$ cat config.mk
export PLATFORM = sky130hd
export DESIGN_NAME = cid_decoder
export DESIGN_NICKNAME = d
export VERILOG_FILES = /design/src/verilog/cid_decoder.v
export VERILOG_INCLUDE_DIRS = /design/src /design/src/verilog
export SDC_FILE = /design/constraint.sdc
export NUM_CORES = 1
export LEC_CHECK = 0
export ABC_AREA = 0
export BUFFER_PORTS_ARGS = -buffer_cell sky130_fd_sc_hd__clkbuf_2
export CORE_UTILIZATION = 50
export DETAILED_ROUTE_END_ITERATION = 7
export PLACE_DENSITY_LB_ADDON = 0.12
export SETUP_SLACK_MARGIN = 0.2
export SYNTH_ARGS = -nofsm -noshare
export SYNTH_HDL_FRONTEND = slang
export SYNTH_SLANG_ARGS = --single-unit
$ cat constraint.sdc
create_clock -name core_clk -period 14.6 [get_ports core_clk]
set_input_delay 4.38 -clock core_clk [delete_from_list [all_inputs] [get_ports core_clk]]
set_output_delay 4.38 -clock core_clk [all_outputs]
set_load 0.02 [all_outputs]
$ cat src/verilog/cid_consts.vh
/*
 * constants for the control and indirect operation decoder: opcode
 * patterns, field positions, reset values and one-hot state codes.
 * assumes it is included by bare name from the decoder file only.
 */
`ifndef CID_CONSTS_VH
`define CID_CONSTS_VH

// ****************************************************************
// instruction word patterns (casez, ? marks operand bits)
// ****************************************************************
`define CID_OP_NOP        14'b00_0000_0000_0000
`define CID_OP_SWRESET    14'b00_0000_0000_0001
`define CID_OP_SUBEXIT    14'b00_0000_0000_1000
`define CID_OP_INTEXIT    14'b00_0000_0000_1001
`define CID_OP_CALL_BY_ACCUMULATOR      14'b00_0000_0000_1010
`define CID_OP_RELW       14'b00_0000_0000_1011
`define CID_OP_SLEEP      14'b00_0000_0110_0011
`define CID_OP_WDCLEAR    14'b00_0000_0110_0100
`define CID_OP_PINDIR     14'b00_0000_0110_0???
`define CID_OP_ILOAD      14'b00_0000_0001_0???
`define CID_OP_ISTORE     14'b00_0000_0001_1???
`define CID_OP_FILEAND    14'b00_0101_????_????
`define CID_OP_CALL       14'b10_0???_????_????
`define CID_OP_JUMP       14'b10_1???_????_????
`define CID_OP_RELJUMP    14'b11_001?_????_????
`define CID_OP_PTRADD     14'b11_0001_0???_????
`define CID_OP_EXITLIT    14'b11_0100_????_????
`define CID_OP_LITAND     14'b11_1001_????_????
`define CID_OP_LITADD     14'b11_1110_????_????
`define CID_OP_XLOAD      14'b11_1111_0???_????
`define CID_OP_XSTORE     14'b11_1111_1???_????

// ****************************************************************
// field positions
// ****************************************************************
`define CID_F_PTRSEL      6
`define CID_F_PTRSEL_MOD  2
`define CID_F_MMSEL       2
`define CID_F_DEST        7

// ****************************************************************
// pointer modifier codes
// ****************************************************************
`define CID_MM_PREINC     2'h0
`define CID_MM_PREDEC     2'h1
`define CID_MM_POSTINC    2'h2
`define CID_MM_POSTDEC    2'h3

// ****************************************************************
// reset values
// ****************************************************************
`define CID_RST_PC        15'h0000
`define CID_RST_W         8'h00
`define CID_RST_PTR       16'h0000
`define CID_RST_TIMEOUT   1'b1
`define CID_RST_POWERDN   1'b1

// ****************************************************************
// one-hot sequencer states
// ****************************************************************
`define CID_ST_RUN        4'h1
`define CID_ST_READ       4'h2
`define CID_ST_NOP2       4'h4
`define CID_ST_PEN        4'h8

`endif

$ cat src/verilog/cid_decoder.v
/*
 * control and indirect operation decoder: accepts 14-bit instruction
 * words, executes control flow, inherent, pointer and literal/file AND
 * and literal ADD operations, and drives a simple data memory port.
 * assumes instruction words and memory read data come from logic on
 * core_clk; memory read data is combinational on memAddr/memRead.
 */
`timescale 1ns/1ns
`include "cid_consts.vh"

module cid_decoder #(
    parameter PC_W        = 15,     // program counter width
    parameter STACK_DEPTH = 16      // return stack entries
) (
    // clock and reset
    input  wire              core_clk,
    input  wire              rst,
    // instruction stream
    input  wire [13:0]       instr,
    input  wire              instrValid,
    output reg               instrReady,
    output reg  [PC_W-1:0]   pc,
    // data memory port
    output reg  [15:0]       memAddr,
    output reg  [7:0]        memWdata,
    output reg               memRead,
    output reg               memWrite,
    input  wire [7:0]        memRdata,
    // architectural state
    output reg  [7:0]        w,
    output reg  [15:0]       ptr0,
    output reg  [15:0]       ptr1,
    output reg               zeroFlag,
    output reg               carryFlag,
    output reg               digitCarryFlag,
    output reg               watchdogExpiredFlag,
    output reg               powerdownFlag,
    output reg               intEnable,
    // power and system control
    input  wire              idleOnSleep,
    output reg               standbyEnter,
    output reg               idleEnter,
    output reg               watchdogClear,
    output reg               softReset,
    // pin direction register write
    output reg               pinDirWrite,
    output reg  [2:0]        pinDirSel,
    output reg  [7:0]        pinDirData
);

    // ****************************************************************
    // internal state
    // ****************************************************************
    localparam SP_W = $clog2(STACK_DEPTH);

    reg  [3:0]        state;                    // one-hot sequencer
    reg               pendPen;                  // extra cycle owed
    reg               pendFile;                 // read belongs to file and
    reg               pendDest;                 // file and destination bit
    reg  [PC_W-1:0]   stack [0:STACK_DEPTH-1];  // return addresses
    reg  [SP_W-1:0]   sp;                       // next free stack slot

    // ****************************************************************
    // decode helpers
    // ****************************************************************
    wire              take     = instrReady & instrValid;
    // pointer select sits at bit 2 in the modifier forms, bit 6 in the rest
    wire              ptrSel   = instr[13] ? instr[`CID_F_PTRSEL] : instr[`CID_F_PTRSEL_MOD];
    wire [1:0]        mm       = instr[1:0];
    wire [15:0]       ptrCur   = ptrSel ? ptr1 : ptr0;
    wire [15:0]       lit6     = {{10{instr[5]}}, instr[5:0]};
    wire [PC_W-1:0]   pcInc    = pc + 1'b1;
    wire [PC_W-1:0]   relOff   = {{(PC_W-9){instr[8]}}, instr[8:0]};
    wire [PC_W-1:0]   spTop    = stack[sp - 1'b1];
    wire [8:0]        addSum   = {1'b0, w} + {1'b0, instr[7:0]};
    wire [4:0]        addLow   = {1'b0, w[3:0]} + {1'b0, instr[3:0]};
    wire [7:0]        litAnd   = w & instr[7:0];
    wire [7:0]        fileAnd  = w & memRdata;

    // ****************************************************************
    // pointer modifier: address used and value written back
    // ****************************************************************
    // 16-bit sums drop the carry out, giving the wrap; mm bit 0 picks
    // decrement, mm bit 1 presents the old pointer (post modes)
    wire [15:0]       modPtr   = mm[0] ? ptrCur - 16'h0001 : ptrCur + 16'h0001;
    wire [15:0]       modAddr  = mm[1] ? ptrCur : modPtr;
    // indexed address, same wrap as above
    wire [15:0]       idxAddr  = ptrCur + lit6;

    // ****************************************************************
    // main sequencer and execute
    // ****************************************************************
    // one process owns all architectural state so that a software reset
    // and an instruction can never fight over the same register
    always @(posedge core_clk) begin
        if (rst) begin
            state               <= `CID_ST_RUN;
            instrReady          <= 1'b1;
            pc                  <= `CID_RST_PC;
            w                   <= `CID_RST_W;
            ptr0                <= `CID_RST_PTR;
            ptr1                <= `CID_RST_PTR;
            zeroFlag            <= 1'b0;
            carryFlag           <= 1'b0;
            digitCarryFlag      <= 1'b0;
            watchdogExpiredFlag <= `CID_RST_TIMEOUT;
            powerdownFlag       <= `CID_RST_POWERDN;
            intEnable           <= 1'b0;
            sp                  <= {SP_W{1'b0}};
            pendPen             <= 1'b0;
            pendFile            <= 1'b0;
            pendDest            <= 1'b0;
            memAddr             <= 16'h0000;
            memWdata            <= 8'h00;
            memRead             <= 1'b0;
            memWrite            <= 1'b0;
            standbyEnter        <= 1'b0;
            idleEnter           <= 1'b0;
            watchdogClear       <= 1'b0;
            softReset           <= 1'b0;
            pinDirWrite         <= 1'b0;
            pinDirSel           <= 3'h0;
            pinDirData          <= 8'h00;
        end else begin
            // strobes last one cycle by default
            memRead       <= 1'b0;
            memWrite      <= 1'b0;
            standbyEnter  <= 1'b0;
            idleEnter     <= 1'b0;
            watchdogClear <= 1'b0;
            softReset     <= 1'b0;
            pinDirWrite   <= 1'b0;
            case (state)
                `CID_ST_RUN: begin
                    if (take) begin
                        pc <= pcInc;
                        casez (instr)
                            `CID_OP_NOP: begin
                                // nothing beyond the pc step
                            end
                            `CID_OP_SWRESET: begin
                                // restart from the reset vector; flags kept
                                softReset <= 1'b1;
                                pc        <= `CID_RST_PC;
                                w         <= `CID_RST_W;
                                ptr0      <= `CID_RST_PTR;
                                ptr1      <= `CID_RST_PTR;
                                sp        <= {SP_W{1'b0}};
                                intEnable <= 1'b0;
                            end
                            `CID_OP_SUBEXIT: begin
                                pc         <= spTop;
                                sp         <= sp - 1'b1;
                                state      <= `CID_ST_NOP2;
                                instrReady <= 1'b0;
                            end
                            `CID_OP_INTEXIT: begin
                                pc         <= spTop;
                                sp         <= sp - 1'b1;
                                intEnable  <= 1'b1;
                                state      <= `CID_ST_NOP2;
                                instrReady <= 1'b0;
                            end
                            `CID_OP_CALL_BY_ACCUMULATOR: begin
                                stack[sp]  <= pcInc;
                                sp         <= sp + 1'b1;
                                pc         <= {pc[PC_W-1:8], w};
                                state      <= `CID_ST_NOP2;
                                instrReady <= 1'b0;
                            end
                            `CID_OP_RELW: begin
                                pc         <= pcInc + {{(PC_W-8){1'b0}}, w};
                                state      <= `CID_ST_NOP2;
                                instrReady <= 1'b0;
                            end
                            `CID_OP_SLEEP: begin
                                // idle keeps peripherals running; standby stops all
                                standbyEnter        <= ~idleOnSleep;
                                idleEnter           <= idleOnSleep;
                                watchdogExpiredFlag <= 1'b1;
                                powerdownFlag       <= 1'b0;
                                watchdogClear       <= 1'b1;
                            end
                            `CID_OP_WDCLEAR: begin
                                watchdogClear       <= 1'b1;
                                watchdogExpiredFlag <= 1'b1;
                                powerdownFlag       <= 1'b1;
                            end
                            `CID_OP_PINDIR: begin
                                pinDirWrite <= 1'b1;
                                pinDirSel   <= instr[2:0];
                                pinDirData  <= w;
                            end
                            `CID_OP_ILOAD: begin
                                memAddr    <= modAddr;
                                memRead    <= 1'b1;
                                pendFile   <= 1'b0;
                                pendPen    <= ptrCur[15];
                                if (ptrSel) ptr1 <= modPtr;
                                else        ptr0 <= modPtr;
                                state      <= `CID_ST_READ;
                                instrReady <= 1'b0;
                            end
                            `CID_OP_ISTORE: begin
                                memAddr  <= modAddr;
                                memWdata <= w;
                                memWrite <= 1'b1;
                                if (ptrSel) ptr1 <= modPtr;
                                else        ptr0 <= modPtr;
                                if (ptrCur[15]) begin
                                    state      <= `CID_ST_PEN;
                                    instrReady <= 1'b0;
                                end
                            end
                            `CID_OP_FILEAND: begin
                                memAddr    <= {9'h000, instr[6:0]};
                                memRead    <= 1'b1;
                                pendFile   <= 1'b1;
                                pendDest   <= instr[`CID_F_DEST];
                                pendPen    <= 1'b0;
                                state      <= `CID_ST_READ;
                                instrReady <= 1'b0;
                            end
                            `CID_OP_CALL: begin
                                stack[sp]  <= pcInc;
                                sp         <= sp + 1'b1;
                                pc         <= {pc[PC_W-1:11], instr[10:0]};
                                state      <= `CID_ST_NOP2;
                                instrReady <= 1'b0;
                            end
                            `CID_OP_JUMP: begin
                                pc         <= {pc[PC_W-1:11], instr[10:0]};
                                state      <= `CID_ST_NOP2;
                                instrReady <= 1'b0;
                            end
                            `CID_OP_RELJUMP: begin
                                pc         <= pcInc + relOff;
                                state      <= `CID_ST_NOP2;
                                instrReady <= 1'b0;
                            end
                            `CID_OP_PTRADD: begin
                                // no flag is touched here
                                if (ptrSel) ptr1 <= ptr1 + lit6;
                                else        ptr0 <= ptr0 + lit6;
                            end
                            `CID_OP_EXITLIT: begin
                                w          <= instr[7:0];
                                pc         <= spTop;
                                sp         <= sp - 1'b1;
                                state      <= `CID_ST_NOP2;
                                instrReady <= 1'b0;
                            end
                            `CID_OP_LITAND: begin
                                w        <= litAnd;
                                zeroFlag <= (litAnd == 8'h00);
                            end
                            `CID_OP_LITADD: begin
                                w              <= addSum[7:0];
                                carryFlag      <= addSum[8];
                                digitCarryFlag <= addLow[4];
                                zeroFlag       <= (addSum[7:0] == 8'h00);
                            end
                            `CID_OP_XLOAD: begin
                                memAddr    <= idxAddr;
                                memRead    <= 1'b1;
                                pendFile   <= 1'b0;
                                pendPen    <= ptrCur[15];
                                state      <= `CID_ST_READ;
                                instrReady <= 1'b0;
                            end
                            `CID_OP_XSTORE: begin
                                memAddr  <= idxAddr;
                                memWdata <= w;
                                memWrite <= 1'b1;
                                if (ptrCur[15]) begin
                                    state      <= `CID_ST_PEN;
                                    instrReady <= 1'b0;
                                end
                            end
                            default: begin
                                // words owned by other decoders: pc step only
                            end
                        endcase
                    end
                end
                `CID_ST_READ: begin
                    // read data is valid now because memRead is high
                    if (pendFile) begin
                        zeroFlag <= (fileAnd == 8'h00);
                        if (pendDest) begin
                            memWdata <= fileAnd;
                            memWrite <= 1'b1;
                        end else begin
                            w <= fileAnd;
                        end
                    end else begin
                        w        <= memRdata;
                        zeroFlag <= (memRdata == 8'h00);
                    end
                    if (pendPen) begin
                        state <= `CID_ST_PEN;
                    end else begin
                        state      <= `CID_ST_RUN;
                        instrReady <= 1'b1;
                    end
                end
                `CID_ST_NOP2, `CID_ST_PEN: begin
                    // forced no-op while the new target is fetched
                    // or the extra cycle for the upper pointer space
                    state      <= `CID_ST_RUN;
                    instrReady <= 1'b1;
                end
                default: begin
                    state      <= `CID_ST_RUN;
                    instrReady <= 1'b1;
                end
            endcase
        end
    end

endmodule
Word level (Yosys, flattened, before mapping)
Memories as Yosys holds them, arrays and structs flattened.
Cells that the tools add are included.
{ "word_totals": {"ff_bits": 114, "latch_bits": 0, "ramBits": 240, "romBits": 0, "input_bits": 26, "out_inout_bits": 104, "elab_cells": 215, "n_memories": 1} }
{ "mem_list": {"columns": ["name", "depth", "width", "read_ports", "rd_clocked_by_memory_dff", "wr", "line", "text"], "rows": [
  ["stack", 16, 15, 1, 0, 1, "cid_decoder.v:60", "reg [PC_W-1:0] stack [0:STACK_DEPTH-1];"]
]} }
{ "classes": {"addsub": 12, "multipliers": 0, "div": 0, "magnitude_cmp": 0, "n_eq_ne": 41, "shift": 0, "mux": 72, "bitwise": 12, "n_reduce_logical": 49} }
{ "ops": {"columns": ["cell", "count"], "rows": [
  ["$pmux 16 s2", 4],
  ["$mux 16", 7],
  ["$pmux 15 s5", 1],
  ["$mux 8", 8],
  ["$eq 14x4->1 const B", 4],
  ["$add 16x16->16", 3],
  ["$pmux 16 s3", 1],
  ["$pmux 8 s2", 3],
  ["$pmux 15 s3", 1],
  ["$reduce_and 4->1", 9],
  ["$logic_not 8->1", 4],
  ["$eq 14x7->1 const B", 2],
  ["$mux 1", 27],
  ["$pmux 4 s2", 3],
  ["$pmux 8 s3", 1],
  ["$eq 11x2->1 const B", 2],
  ["$eq 7x7->1 const B", 3],
  ["$pmux 1 s2", 10],
  ["$reduce_or 4->1", 5],
  ["$eq 6x6->1 const B", 3],
  ["$reduce_and 6->1", 3],
  ["$add 16x1->16 const B", 1],
  ["$and 8x8->8", 2],
  ["$ne 2x2->1 const B", 8],
  ["other kinds (40)", 71]
]} }

Depth between registers and ports, before layout
{ "depth": {"word_depth": 8, "ltp_mapped": 17} }

Worst setup path before layout
OpenSTA, ideal clock, no wires.
{ "synth_timing": {"path_type": "input to register", "start": "in instr[6]", "end": "reg memAddr[15]", "setup_time_ns": 0.134, "t_arrival_ns": 8.063, "t_required_ns": 14.466, "path_slack_ns": 6.403, "path_stages": 15, "n_path_buf": 3, "cell_sequence": "clkbuf_1 -> mux2i_1 -> clkbuf_1 -> clkbuf_1 -> mux2_2 -> ha_1 -> o21a_1 -> a2111o_1 -> a32oi_1 -> o211ai_1 -> a21oi_1 -> xnor2_1 -> or3_1 -> a32oi_1 -> a211oi_1"} }
{ "synth_via": {"elab_chain_len": 6, "elab_cells_between_ends": 23, "classes_between": "add/sub (3); eq/ne (9); mux (5); bitwise (1); reduce/logical (5)"} }
{ "synth_lines": {"columns": ["element", "line", "text"], "rows": [
  ["from (decl)", "cid_decoder.v:19", "input wire [13:0] instr,"],
  ["$mux 1", "cid_decoder.v:68", "wire ptrSel = instr[13] ? instr[`CID_F_PTRSEL] : instr[`CID_F_PTRSEL_MOD];"],
  ["$mux 16", "cid_decoder.v:70", "wire [15:0] ptrCur = ptrSel ? ptr1 : ptr0;"],
  ["$add 16x1->16 / $sub 16x1->16 (equally long branches)", "cid_decoder.v:85", "wire [15:0] modPtr = mm[0] ? ptrCur - 16'h0001 : ptrCur + 16'h0001;"],
  ["$mux 16", "cid_decoder.v:85", null],
  ["$mux 16", "cid_decoder.v:86", "wire [15:0] modAddr = mm[1] ? ptrCur : modPtr;"],
  ["$pmux 16 s3", "cid_decoder.v:137", "casez (instr)"],
  ["to (signal assigned)", "cid_decoder.v:195", "memAddr <= modAddr;"],
  ["to (signal assigned)", "cid_decoder.v:205", "memAddr <= modAddr;"],
  ["to (signal assigned)", "cid_decoder.v:216", "memAddr <= {9'h000, instr[6:0]};"],
  ["to (decl)", "cid_decoder.v:24", "output reg [15:0] memAddr,"]
]} }
Several ways; a longest one is shown, not always the timed one.
A chain may end at the register's enable or synchronous reset.

Worst setup path after layout
{ "layout_timing": {"start": "in instr[7]", "end": "mem stack[0][4] (enable)"} }
{ "layout_via": {"elab_chain_len": 8, "elab_cells_between_ends": 20, "classes_between": "eq/ne (7); mux (10); bitwise (1); reduce/logical (2)"} }
{ "layout_lines": {"columns": ["element", "line", "text"], "rows": [
  ["$eq 14x7->1, or another cell as far along", "cid_decoder.v:137", null],
  ["$reduce_or 8->1 (no line)", null, null],
  ["$mux 1", "cid_decoder.v:137", null],
  ["$mux 1", "cid_decoder.v:135", "if (take) begin"],
  ["$mux 1", "cid_decoder.v:133", "case (state)"],
  ["$mux 1", "cid_decoder.v:96", "if (rst) begin"],
  ["$mux 1 (not written as such)", "cid_decoder.v:225", "stack[sp] <= pcInc;"],
  ["$or 1x1->1 (no line) *", null, null],
  ["to (decl)", "cid_decoder.v:60", null]
]} }
Every way passes the cells marked *; elsewhere a longest branch is shown, timed or not.

==> run summary <==
For this run, design rule violations remaining after detail routing come to 0. After filler insertion, the fill cell instance count of the layout stands at between 3,000 and 4,000. After layout, the design draws a total of about 0.0030 W. Setup repair after global routing left no endpoint under its margin. The pin slew with the least headroom to its limit is approximately 1300 ps.

The multiplexer share of the synthesized area came out at approximately 10%. The max capacitance violation total came out at 0. The adder and majority cell fraction of the synthesized area came out at 6.83%. The minimum period implied by the final worst setup slack came out at 8210 ps. The share of final-layout standard cells stronger than drive strength 1 is between 10% and 20%.

The number of vias per cell after detailed routing is around 6.3. The post-synthesis net count is around 1,900. The run finished with clean final reports.

After floorplanning, the core was sized to cover 38,700 µm². STA classifies the critical path endpoint as a flop. The area overhead of the layout relative to synthesis is 13.3%.

The clock transition time at the flip-flop clock pins of the worst setup and hold paths came out at approximately 60 ps. The count of boundary I/O pins is between 100 and 150. The largest voltage drop on the vdd net is roughly 0.074 mV. The synthesized-area fraction occupied by xor and xnor cells came out at around 3.8%. In this run the critical register-to-register path is launched from sp[0]. TritonCTS built the clock tree.

The die span in y is roughly 200 µm. The endpoint identified for the worst register-to-register timing path is pc[8]. The area of the multi-input gates is approximately 9700 µm². The overall die area came out at between 40,000 and 50,000 µm². The initial antenna violation count is 1. The width of the die is around 200 µm. The setup violation total in the final timing report is 0. The synthesized design contains roughly 350 register bits. The number of placed instances, taps included is roughly 2,400. The number of nets in the layout is 2,012.

The type of origin of the critical path is an input port. The number of pins with negative max-slew slack in the final report was 0. The number of routed nets with antenna violations came out at 0. After clock tree synthesis, the flow added hold-fix buffers numbering 0.

The dominant synthesized flop cell is edfxtp_1. The iteration-0 DRC count of the detailed router is between 1,000 and 1,500. Summing the areas of all and, or, nand and nor instances in the mapped netlist gives 12.1% of the synthesized area.

The instance area at placement came out at 21,000 µm². The via total after detailed routing came out at around 15,000. The CTS buffer count came out at 39. In this run, post-CTS repair resized a total of 0 instances.

The leakage power is roughly 8.3 nW. The number of H-tree branching levels came out at 2. The area fraction in compound gates after synthesis is about 16%. OpenSTA, run right after detailed placement, puts the worst setup slack at between 5000 and 6000 ps. The post-synthesis area per instance is approximately 11 µm². Yosys printed 0 warnings. The HPWL after detailed placement is 38.3 mm.

The library cell used most frequently in the layout, excluding fill and tap cells, is edfxtp_1. In the final layout, flip-flops and latches occupy around 9500 µm². In this run the worst setup path terminates at stack[0][4].

The category of the critical setup timing path is input port to flop. The worst register-to-register path has a setup slack of ~10,000 ps. The sum of routed wire length over all layers is around 56 mm. The combined area of all synthesized cells came out at slightly below 20,000 µm².

Setup total negative slack on the finished layout was measured at 0 ps. Entering global routing, the biggest net connects between 50 and 60 pins. The count of buffers from port buffering is roughly 130. The maximum clock insertion buffer count came out at 3.

The total power per unit cell area came out at approximately 130 nW/µm². The final instance area came out at ~22,000 µm². The final worst-path cycle share came out at between 50% and 60%. The main combinational cell family by area after synthesis is compound AO/OA/AOI/OAI gates. The placement row count is a little over 70.

For this run the aggregate overflow at the end of global routing stands at 0. The data arrival time at the worst-slack endpoint is between 8000 and 9000 ps. The global-route wire length before repair came out at just under 90 mm.

The latest clock arrival within the worst-skew pair is ~560 ps. Based on the critical path, the design can be clocked at up to between 100 and 150 MHz. The number of clock sinks came out at about 350. Counting cells, the worst reg-to-reg path comes to 10. The via count of the first global-routing pass is 14,500. The cell count after synthesis came out at roughly 1,800.

The slack of the critical path is 6390 ps. The relative max-transition margin is 15.5%. Tracing the worst setup path back leads to its startpoint at instr[7]. The total iterations of the first detailed-routing run is 5. The required time of the critical path is 14,760 ps. The sequential element share of the synthesized area came out at between 40% and 50%. Leaving out fill and tap cells, the most frequent cells in the layout are edfxtp_1, nor2_1, a21oi_1. The count of buffers added by post-CTS timing repair for setup came out at 0.

Once the floorplan was initialized, standard cells occupied between 50 and 60% of the core. The tree is rooted in a clkbuf_16. The count of flip-flops with a built-in enable after synthesis is 240.

The hold violation total from the final report is 0. On the final layout, the worst clock skew is ~16 ps. The final weighted congestion in routability-driven placement is approximately 0.94. After detailed routing, the average wire length per cell comes to about 23 µm. The final standard cell count with taps included and fillers excluded is around 2,400. The largest driver fanout on the critical path is 15.

The all-layer global routing usage is between 20% and 30%. The worst min-delay path class is flop to flop. The post-synthesis cell type count is 83.

The share of synthesized flip-flops with an asynchronous set or reset is 0%.
## flip-flops by register name (all words and copies together) (netlist names), 3 cells and up
register    flops
memAddr        16
memWdata        8
ptr0           16
stack         240
sp              4
w               8
pc             15
ptr1           16
pinDirSel       3
pinDirData      8
state           4
## metal layers
layer | share of wire [%] | wire [µm] | global-route usage [%] | up-vias
li1 | - | - | - | 7052
met1 | 45 | 25100 | 40.9 | 7503
met2 | 45 | 25200 | 43.4 | 598
met3 | 8.4 | 4720 | 5.37 | 85
met4 | 2.1 | 1200 | 7.34 | 0
met5 | 0 | 0 | 0 | -
## worst min path at each step
stage / to / from / depth (start not counted) / slack [ps]
2_1_floorplan: pendPen / pendPen / 2 / 450
3_3_place_gp: memWdata[5] / memWdata[5] / 2 / 440
3_5_place_dp: memWdata[1] / memWdata[1] / 2 / 440
4_1_cts: memWdata[1] / memWdata[1] / 2 / 450
5_1_grt: memWdata[7] / memWdata[7] / 2 / 480
6_report: memWdata[1] / memWdata[1] / 2 / 450
## synth_stat cells, types with 9 or more instances
cell      count  area, µm²
a211oi_1     37        278
a21o_1       27        203
a21oi_1     136        681
a221oi_1     22        193
a22oi_1      16        120
a31oi_1      11       68.8
a32oi_1      11       96.3
and3_1        9       56.3
buf_2        11       55.1
clkbuf_1     63        236
dfxtp_1     114       2280
edfxtp_1    240       7210
ha_1         96       1200
inv_1        33        124
mux2_2       22        248
mux2i_1      39        390
mux4_2       60       1350
nand2_1     117        439
nand2b_1     19        119
nand3_1      37        185
nand4_1      11       68.8
nor2_1      162        608
nor2b_1      17        106
nor3_1       53        265
nor4_1       11       68.8
o211ai_1     23        173
o21a_1       13       97.6
o21ai_0      87        435
or3_1        20        125
xnor2_1      51        447
xor2_1       35        307
## power breakdown
| part | leakage [nW] | internal (W) | switching, W | total [W] |
|---|---|---|---|---|
| Sequential | 3.12 | 0.00117 | 0.0000564 | 0.00122 |
| Clock | 0.621 | 0.000598 | 0.000403 | 0.00100 |
| Combinational | 4.56 | 0.000252 | 0.000482 | 0.000733 |
## stage by stage
stage | util (%) | hold WS [ps]
2_1_floorplan | - | 454
5_1_grt | 57.4 | 481
6_report | 57.4 | 452
4_1_cts | 57.4 | 452
3_5_place_dp | 54.1 | 444
3_3_place_gp | 54.1 | 438
## kinds of logic (layout without fill, tap and decap cells)
family / Yosys count / in the layout
other: 1 / 2
buffers and inverters: 118 / 274
flip-flops: 354 / 354
AO/OA/AOI/OAI: 477 / 477
adder cells (fa/ha/maj): 103 / 103
AND/OR/NAND/NOR: 497 / 497
XOR/XNOR: 86 / 86
multiplexers: 121 / 121
## area by class of cell
cell class | count | share of cell area, %
Multi-Input combinational cell | 1285 | 43.8
Antenna cell | 1 | 0.0112
Timing Repair Buffer | 169 | 4.31
Tap cell | 518 | 2.91
Clock inverter | 15 | 1.00
Inverter | 34 | 0.573
Clock buffer | 56 | 4.76
Sequential cell | 354 | 42.7
## worst max-delay path: stages
cell,delay [ps]
clkbuf_2,210
or4_1,610
nor4_2,280
nand3_1,320
nor2_1,780
nor2_1,90
nor3_1,480
nand2_1,230
nor3_2,980
Power figures use the tool's default switching activity.
